File: config.mk
export PLATFORM = sky130hd
export DESIGN_NAME = iwd_watchdog
export DESIGN_NICKNAME = d
export VERILOG_FILES = /design/src/hdl/iwd_pkg.sv /design/src/hdl/iwd_tick.sv /design/src/hdl/iwd_watchdog.sv
export VERILOG_INCLUDE_DIRS = /design/src /design/src/hdl
export SDC_FILE = /design/constraint.sdc
export NUM_CORES = 1
export LEC_CHECK = 0
export BUFFER_PORTS_ARGS = -buffer_cell sky130_fd_sc_hd__buf_4
export CAP_MARGIN = 20
export CORE_MARGIN = 1
export CORE_UTILIZATION = 50
export DETAILED_ROUTE_END_ITERATION = 8
export PLACE_DENSITY = 0.74
export SETUP_SLACK_MARGIN = 0.05
export SLEW_MARGIN = 40
export SYNTH_ARGS = -nofsm -noshare
export SYNTH_HDL_FRONTEND = slang
export SYNTH_HIERARCHICAL = 1
export SYNTH_SLANG_ARGS = --single-unit
File: constraint.sdc
create_clock -name mclk_i -period 1.84 [get_ports mclk_i]
set_input_delay 0.092 -clock mclk_i [delete_from_list [all_inputs] [get_ports mclk_i]]
set_output_delay 0.092 -clock mclk_i [all_outputs]
set_load 0.005 [all_outputs]
File: src/hdl/iwd_map.svh
`ifndef IWD_MAP_SVH
`define IWD_MAP_SVH

// ***************************************************************
// Port addresses and timing
// ***************************************************************
`define IWD_ADDR_W 16
`define IWD_TIMEOUT_PORT 16'h0443
`define IWD_DISABLE_PORT 16'h0043
`define IWD_CLK_HZ 250000000
`define IWD_TICK_SEC 1
`define IWD_COUNT_ZERO 8'h00
`define IWD_ONE 8'h01
`define IWD_RST_PULSE 8'h10

`endif

File: src/hdl/iwd_pkg.sv
package iwd_pkg;
   typedef enum logic [1:0] {
      IWD_IDLE,
      IWD_ARMED,
      IWD_FIRED
   } iwd_state_t;
endpackage

File: src/hdl/iwd_tick.sv
`timescale 1ns/1ps
`include "iwd_map.svh"

// ***************************************************************
// One-second tick divider
// ***************************************************************
module iwd_tick #(
   parameter int unsigned TICK_CYCLES = `IWD_CLK_HZ * `IWD_TICK_SEC
) (
   // Clock and reset
   input wire logic mclk_i,
   input wire logic reset_n_i,
   // Control
   input wire logic restart_i,
   output logic tick_o
);
   logic [31:0] cnt;

   // Restart aligns the first second to the arming write
   always_ff @(posedge mclk_i or negedge reset_n_i) begin
      if (!reset_n_i) begin
         cnt <= 32'h0000_0000;
         tick_o <= 1'b0;
      end else if (restart_i) begin
         // The load edge is cycle one of the new second
         cnt <= 32'h0000_0001;
         tick_o <= 1'b0;
      end else if (cnt == TICK_CYCLES - 1) begin
         cnt <= 32'h0000_0000;
         tick_o <= 1'b1;
      end else begin
         cnt <= cnt + 32'h0000_0001;
         tick_o <= 1'b0;
      end
   end
endmodule

File: src/hdl/iwd_watchdog.sv
`timescale 1ns/1ps
`include "iwd_map.svh"

// What this block does
// - Nonzero write to timeout port loads and starts, outside a reset request
// - Loaded byte counts whole seconds
// - Rewrite reloads count before expiry
// - Read of disable port stops watchdog
module iwd_watchdog #(
   parameter int unsigned TICK_CYCLES = `IWD_CLK_HZ * `IWD_TICK_SEC
) (
   // Clock and reset
   input wire logic mclk_i,
   input wire logic reset_n_i,
   // I/O port access
   input wire logic [15:0] io_addr_i,
   input wire logic [7:0] io_wdata_i,
   input wire logic io_wr_i,
   input wire logic io_rd_i,
   output logic [7:0] io_rdata_o,
   // Status and reset request
   output logic armed_o,
   output logic [7:0] count_o,
   output logic sys_reset_req_o
);
   // ***************************************************************
   // Decode
   // ***************************************************************
   function automatic logic hit(input logic [15:0] a, input logic [15:0] p);
      hit = (a == p);
   endfunction

   logic load;
   logic stop;
   logic tick;
   logic [7:0] rst_cnt;
   logic accept;
   logic [31:0] gap;
   logic [7:0] req_cycles;
   iwd_pkg::iwd_state_t state;

   assign load = io_wr_i && hit(io_addr_i, `IWD_TIMEOUT_PORT);
   assign stop = io_rd_i && hit(io_addr_i, `IWD_DISABLE_PORT);
   // Loads are dropped while the reset request is out, so the
   // watchdog cannot re-arm under a pulse it has just raised
   assign accept = load && (rst_cnt == `IWD_COUNT_ZERO);

   iwd_tick #(
      .TICK_CYCLES(TICK_CYCLES)
   ) u_tick (
      .mclk_i(mclk_i),
      .reset_n_i(reset_n_i),
      .restart_i(load),
      .tick_o(tick)
   );

   // ***************************************************************
   // State and count
   // ***************************************************************
   // Disable wins over a same-cycle load; read is the stronger intent
   always_ff @(posedge mclk_i or negedge reset_n_i) begin
      if (!reset_n_i) begin
         state <= iwd_pkg::IWD_IDLE;
         count_o <= `IWD_COUNT_ZERO;
      end else if (stop) begin
         state <= iwd_pkg::IWD_IDLE;
         count_o <= `IWD_COUNT_ZERO;
      end else if (accept) begin
         count_o <= io_wdata_i;
         // Zero written is not a valid interval, treat as off
         state <= (io_wdata_i == `IWD_COUNT_ZERO) ?
                  iwd_pkg::IWD_IDLE : iwd_pkg::IWD_ARMED;
      end else begin
         case (state)
            iwd_pkg::IWD_ARMED: begin
               if (tick) begin
                  count_o <= count_o - `IWD_ONE;
                  if (count_o == `IWD_ONE) begin
                     state <= iwd_pkg::IWD_FIRED;
                  end
               end
            end
            iwd_pkg::IWD_FIRED: begin
               if (rst_cnt == `IWD_ONE) begin
                  state <= iwd_pkg::IWD_IDLE;
               end
            end
            default: begin
               state <= iwd_pkg::IWD_IDLE;
            end
         endcase
      end
   end

   // Reset pulse stretched so board reset logic sees it
   always_ff @(posedge mclk_i or negedge reset_n_i) begin
      if (!reset_n_i) begin
         rst_cnt <= `IWD_COUNT_ZERO;
      end else if (state == iwd_pkg::IWD_ARMED && tick &&
                   count_o == `IWD_ONE && !stop && !load) begin
         rst_cnt <= `IWD_RST_PULSE;
      end else if (rst_cnt != `IWD_COUNT_ZERO) begin
         rst_cnt <= rst_cnt - `IWD_ONE;
      end
   end

   assign sys_reset_req_o = (rst_cnt != `IWD_COUNT_ZERO);
   assign armed_o = (state == iwd_pkg::IWD_ARMED);
   // Disable port returns current count; write-only port reads zero
   always_ff @(posedge mclk_i or negedge reset_n_i) begin
      if (!reset_n_i) begin
         io_rdata_o <= `IWD_COUNT_ZERO;
      end else if (stop) begin
         io_rdata_o <= count_o;
      end else if (io_rd_i) begin
         io_rdata_o <= `IWD_COUNT_ZERO;
      end
   end

   // ***************************************************************
   // Checks
   // ***************************************************************
   load_arms_a: assert property (@(posedge mclk_i) disable iff (!reset_n_i)
      accept && !stop && io_wdata_i != 8'h00 |=> armed_o &&
      count_o == $past(io_wdata_i))
      else $error("timeout write did not arm");
   read_stops_a: assert property (@(posedge mclk_i) disable iff (!reset_n_i)
      stop |=> !armed_o && count_o == 8'h00)
      else $error("disable read did not stop");
   tick_dec_a: assert property (@(posedge mclk_i) disable iff (!reset_n_i)
      armed_o && tick && !load && !stop |=>
      count_o == $past(count_o) - 8'h01)
      else $error("count did not step on tick");
   hold_a: assert property (@(posedge mclk_i) disable iff (!reset_n_i)
      armed_o && !tick && !load && !stop |=> $stable(count_o))
      else $error("count moved without tick");
   expiry_reset_a: assert property (@(posedge mclk_i) disable iff (!reset_n_i)
      armed_o && tick && count_o == 8'h01 && !load && !stop |=>
      sys_reset_req_o && !armed_o)
      else $error("expiry gave no reset request");
   no_early_a: assert property (@(posedge mclk_i) disable iff (!reset_n_i)
      armed_o |-> !sys_reset_req_o)
      else $error("reset request while armed");

   // ***************************************************************
   // Arming and count
   // ***************************************************************
   load_tick_a: assert property (@(posedge mclk_i) disable iff (!reset_n_i)
      load |=> !tick)
      else $error("load did not restart the second");
   armed_hold_a: assert property (@(posedge mclk_i) disable iff (!reset_n_i)
      armed_o && !stop && !load && !tick |=> armed_o)
      else $error("watchdog dropped without cause");
   count_live_a: assert property (@(posedge mclk_i) disable iff (!reset_n_i)
      armed_o |-> count_o != `IWD_COUNT_ZERO)
      else $error("armed with zero seconds left");
   count_down_a: assert property (@(posedge mclk_i) disable iff (!reset_n_i)
      armed_o && !load |=> count_o <= $past(count_o))
      else $error("count rose without a load");
   zero_write_a: assert property (@(posedge mclk_i) disable iff (!reset_n_i)
      accept && !stop && io_wdata_i == `IWD_COUNT_ZERO |=>
      !armed_o && count_o == `IWD_COUNT_ZERO)
      else $error("zero write left watchdog armed");

   // ***************************************************************
   // Access side effects
   // ***************************************************************
   other_addr_a: assert property (@(posedge mclk_i) disable iff (!reset_n_i)
      (io_wr_i || io_rd_i) && !load && !stop && !tick |=>
      $stable(count_o) && $stable(armed_o))
      else $error("foreign port access changed state");
   rdata_count_a: assert property (@(posedge mclk_i) disable iff (!reset_n_i)
      stop |=> io_rdata_o == $past(count_o))
      else $error("disable read lost the count");
   rdata_zero_a: assert property (@(posedge mclk_i) disable iff (!reset_n_i)
      io_rd_i && !stop |=> io_rdata_o == `IWD_COUNT_ZERO)
      else $error("other read returned data");
   rdata_hold_a: assert property (@(posedge mclk_i) disable iff (!reset_n_i)
      !io_rd_i |=> $stable(io_rdata_o))
      else $error("read data moved without a read");

   // ***************************************************************
   // Tick and reset request timing
   // ***************************************************************
   // Cycles since the last tick or prescaler restart
   always_ff @(posedge mclk_i or negedge reset_n_i) begin
      if (!reset_n_i) begin
         gap <= 32'h0000_0000;
      end else if (load || tick) begin
         gap <= 32'h0000_0001;
      end else begin
         gap <= gap + 32'h0000_0001;
      end
   end

   // Length of the reset request so far
   always_ff @(posedge mclk_i or negedge reset_n_i) begin
      if (!reset_n_i) begin
         req_cycles <= `IWD_COUNT_ZERO;
      end else if (sys_reset_req_o) begin
         req_cycles <= req_cycles + `IWD_ONE;
      end else begin
         req_cycles <= `IWD_COUNT_ZERO;
      end
   end

   tick_period_a: assert property (@(posedge mclk_i) disable iff (!reset_n_i)
      tick |-> gap == TICK_CYCLES)
      else $error("second tick at wrong spacing");
   tick_late_a: assert property (@(posedge mclk_i) disable iff (!reset_n_i)
      gap <= TICK_CYCLES)
      else $error("second tick overdue");
   req_len_a: assert property (@(posedge mclk_i) disable iff (!reset_n_i)
      $fell(sys_reset_req_o) |-> req_cycles == `IWD_RST_PULSE)
      else $error("reset request of wrong length");
   req_cause_a: assert property (@(posedge mclk_i) disable iff (!reset_n_i)
      $rose(sys_reset_req_o) |-> $past(armed_o) && $past(tick) &&
      $past(count_o) == `IWD_ONE)
      else $error("reset request without expiry");
   idle_holds_a: assert property (@(posedge mclk_i) disable iff (!reset_n_i)
      !armed_o && !accept |=> !armed_o)
      else $error("watchdog armed without a write");
endmodule

==> summary by stage <==
Outcome
The run finished, with violations left. The checks that failed: DRC, setup timing.

Timing
Headroom to the max-slew limit came out at 64.1%. Clock skew on the completed layout was measured at 8.01 ps. Setup violations remaining at the end of the flow were counted as 3. Setup slack on the critical path of the routed design comes to -15.6 ps. The number of pins exceeding their max-slew limit in the final report is 0. Hold is met by 26.5 ps. Setup repair after global routing could not meet its margin everywhere. The ratio of final minimum period to clock period is 101%.

Summed over all failing endpoints, the final setup total negative slack is -38.7 ps. At the pin with the least slew margin, the transition time is 539 ps. The maximum frequency from static timing analysis is 539 MHz. The number of hold violations in the final report is 0. After layout, the minimum clock period comes to 1860 ps.

CTS
The clock tree from TritonCTS is done. No sink is reached through more buffers than the 2 on the longest clock path. The H-tree level count is 3.

In this run the clock root is driven by a sky130_fd_sc_hd__clkbuf_8. The clock latency of the later-clocked register in the worst-skew pair is 340 ps. The total CTS buffers is 9. The count of clock tree sinks is 59. Clock-pin slew was measured on the worst setup and hold paths at 70 ps.

Route
For this block, the via count after detailed routing is 3,267. The DRC violation count after routing is 5. The number of DRC markers in iteration 0 is 282. The first TritonRoute pass finished after 7 iterations. The aggregate routed wire length is 9750 um. After detailed routing, the number of vias per cell comes to 6.34. The count of nets left with antenna violations once routing finished came out at 0. After detailed routing, the average wire length per cell comes to 18.9 um.

Critical path
The critical path ends at count_o[3]. The signal on the critical path passes through inv_2, ha_4, or3b_4, or3_4, buf_6, o211ai_2, o211a_1. The biggest cell delay along the critical path is 390 ps.

The startpoint identified for the worst register-to-register timing path is rst_cnt[1]. The worst path arrival time is 2140 ps. The number of cells on the critical path is 7. The required time at the worst-slack endpoint is 2120 ps. The worst register-to-register path has a depth of 7. The slowest stage of the critical path is the sky130_fd_sc_hd__dfrtp_1 cell. The setup slack on the worst flop-to-flop path is -20 ps. The maximum fanout encountered on the critical timing path is 5. The nature of the critical path endpoint is a flip-flop. STA classifies the critical path startpoint as a flip-flop.

Tracing the worst setup path back leads to its startpoint at rst_cnt[1]. The worst register-to-register path ends at count_o[3]. The cell class contributing the biggest share of worst-path delay is simple AND/OR/NAND/NOR gates. The setup path with the least slack is of type flip-flop to flip-flop. Counting both buffers and inverters, the worst setup path holds a total of 2.

Synth
The share of the synthesized netlist area taken by xor and xnor gates is 4.60%. The area fraction in compound gates after synthesis is 18.3%. The synthesized netlist contains 63 unique library cells. The synthesized net count is 372.

Sequential elements use 43.1% of the synthesized area. Summing the areas of all and, or, nand and nor instances in the mapped netlist gives 25.7% of the synthesized area. The share of cell area taken by muxes after synthesis is 0.913%. The yosys synthesis warning count is 6.

The largest area contributor in the synthesized netlist is sky130_fd_sc_hd__dfrtp_1. In this run the mean area of a mapped cell was 10.1 sq um. The proportion of netlist area held by the largest area contributor is 43.1%. The area share of fa/ha/maj cells after synthesis is 2.19%. In this run the cell area of the synthesized design comes to 0.00343 sq mm. By area, the combinational part of the netlist is dominated by simple AND/OR/NAND/NOR gates. The synthesis-stage register bit count is 59. Yosys attributes the largest share of cell area to sky130_fd_sc_hd__dfrtp_1, sky130_fd_sc_hd__a21oi_1, sky130_fd_sc_hd__nand4_1. In the synthesized netlist, the number of instances is 338.

Pwr
For this design the ratio of total power to cell area is 683 mW/mm^2. The clock network accounts for 51.0% of the total power. The leakage power summed over all cells is 1.94 nW. The sequential cell fraction of total power is 42.1%.

In this run the power spent charging and discharging nets is 0.676 mW. Of the total power, the share spent switching nets is 21.0%. The worst voltage drop across the vdd grid is 0.000487 V.

The part of the power in combinational logic is 6.9%. The internal portion of the total power is 2.54 mW.

Global route
The overall fraction of global-route tracks in use is 27.0%. The initial antenna violation count was 0. Entering global routing, the biggest net connects 60 pins.

The first global-routing pass estimated 15,200 um of wire. The sum of overflow across all layers after global routing is 0. The via count of the first global-routing pass is 3,092.

Cells and area
The final net count is 467. The repair_antennas step left the layout with diodes totalling 0. The post-route cell area is 0.00471 sq mm.

The end-of-flow core utilization is 72.5%. The fraction of final layout cells with drive strength greater than 1 is 41.6%. The layout overhead on the synthesized area is 37.5%.

Placement
At the end of routability-driven placement, the weighted congestion stood at 0.910. The cell area reported after detailed placement is 0.00406 sq mm. The HPWL after detailed placement is 6050 um.

The count of buffers added on input and output ports is 45. At the placement stage, the worst setup path has a slack of -46.6 ps.

Floorplanning
After floorplanning, the core was sized to cover 0.00649 sq mm. The full die area is 0.00719 sq mm. Pin placement for this block handled 46 I/O pins. The standard-cell row count is 29.

The die height is 84.8 um. From left edge to right edge, the die measures 84.8 um. The initial standard-cell utilization of the core is 52.7%.

Flow run
Across the run, the number of max-cap violations was 0.

Worst hold path
The path class of the tightest hold or removal check is primary input to flip-flop.
[repair_timing]
item / 4_1_cts / 5_1_grt
pin swaps: 8 / 13
gates cloned: 2 / 2
hold buffers: 1 / 0
setup endpoints to repair: 24 / 47
buffers inserted: 5 / 6
hold endpoints to repair: 59 / 0
gates resized for setup: 23 / 36
[cell usage after synthesis (all sizes together)]
cell	count
nand3	12
nand3b	3
ha	6
nand2b	1
nand4	19
nor4	12
clkbuf	10
or3b	1
or3	11
nand2	11
o22ai	1
a21boi	1
o21ai	9
a211oi	4
o31ai	15
mux2i	2
a21oi	29
mux2	1
o311ai	2
o21ba	2
o211ai	3
and3	3
nor2	18
nor4b	2
and4b	1
xor2	10
nand4b	1
buf	8
o31a	4
xnor2	8
a21o	2
nor4bb	1
o21a	1
or2	3
o211a	4
inv	14
a311oi	1
and2	2
nor3	10
a22o	8
dfrtp	59
and4	8
or4	15
[cells in the final DEF (no fill, tap or decap), types with 4 or more instances in the layout]
master,n
sky130_fd_sc_hd__a21oi_2,11
sky130_fd_sc_hd__xnor2_1,8
sky130_fd_sc_hd__nand2_1,8
sky130_fd_sc_hd__o21ai_0,9
sky130_fd_sc_hd__nand4_1,17
sky130_fd_sc_hd__bufinv_16,4
sky130_fd_sc_hd__and4_1,4
sky130_fd_sc_hd__xor2_1,10
sky130_fd_sc_hd__nor4_1,7
sky130_fd_sc_hd__nor2_4,4
sky130_fd_sc_hd__clkbuf_8,11
sky130_fd_sc_hd__o31ai_1,14
sky130_fd_sc_hd__nand3_1,11
sky130_fd_sc_hd__or4_4,4
sky130_fd_sc_hd__buf_4,91
sky130_fd_sc_hd__a22o_1,8
sky130_fd_sc_hd__nor3_1,6
sky130_fd_sc_hd__a21oi_1,18
sky130_fd_sc_hd__inv_1,12
sky130_fd_sc_hd__o31a_1,4
sky130_fd_sc_hd__dfrtp_1,58
sky130_fd_sc_hd__nor2_1,12
sky130_fd_sc_hd__or4_1,11
sky130_fd_sc_hd__buf_6,6
sky130_fd_sc_hd__o211a_1,4
sky130_fd_sc_hd__or3_1,8
sky130_fd_sc_hd__ha_1,4
[worst register-to-register path: cells and delay by family, from the launching register on]
kind                     cells  cell delay [ps]
AO/OA/AOI/OAI                2              320
flip-flops                   1              390
buffers and inverters        2              230
AND/OR/NAND/NOR              2              730
adder cells (fa/ha/maj)      1              130
[registers in the layout, indices dropped and copies added (netlist names)]
name,flops
count_o,8
io_rdata_o,8
rst_cnt,8
state,2
u_tick/cnt,32
u_tick/tick_o,1
[how the worst min path moves through the flow]
| stage | startpoint | end | slack, ps | cells past startpoint |
|---|---|---|---|---|
| after floorplan | reset_n_i | count_o[0] | -200 | 0 |
| after global placement | reset_n_i | io_rdata_o[1] | 210 | 1 |
| after detailed placement | reset_n_i | io_rdata_o[1] | 200 | 1 |
| after CTS | io_wdata_i[4] | count_o[4] | 20 | 2 |
| after global routing | io_wdata_i[4] | count_o[4] | 20 | 2 |
| final | io_wdata_i[4] | count_o[4] | 30 | 2 |
[stage by stage]
step                instances  power (mW)
finish                    515        3.22
global route              515        3.32
CTS                       507        3.20
detailed placement        483        1.55
global placement          483        1.55
floorplan                 338        1.44
[power groups by stage]
stage	sequential [mW]	clock [mW]	combinational (mW)
after floorplan	1.37	0	0.0620
after detailed placement	1.38	0	0.177
final	1.36	1.64	0.222
after global placement	1.37	0	0.173
after CTS	1.35	1.65	0.194
after global routing	1.36	1.72	0.238
[cell type report]
type | instances | area, sq um
Timing Repair Buffer | 101 | 811
Inverter | 14 | 52.6
Clock inverter | 4 | 120
Sequential cell | 59 | 1480
Clock buffer | 12 | 155
Fill cell | 448 | 1780
Multi-Input combinational cell | 248 | 2000
Tap cell | 77 | 96.3
[cells by family after synthesis]
group	count (synthesis)
simple gates	134
buf+inv	32
xor+xnor	18
compound gates	86
fa+ha+maj	6
mux	3
flops	59
[routing by layer]
layer / wire length [um] / global-route usage (%) / up-vias
met1: 4390 / 37.5 / 1636
met2: 4690 / 42.7 / 115
li1: - / - / 1498
met5: 0 / 0 / -
met3: 511 / 4.23 / 18
met4: 160 / 10.5 / 0
Power figures use the tool's default switching activity.
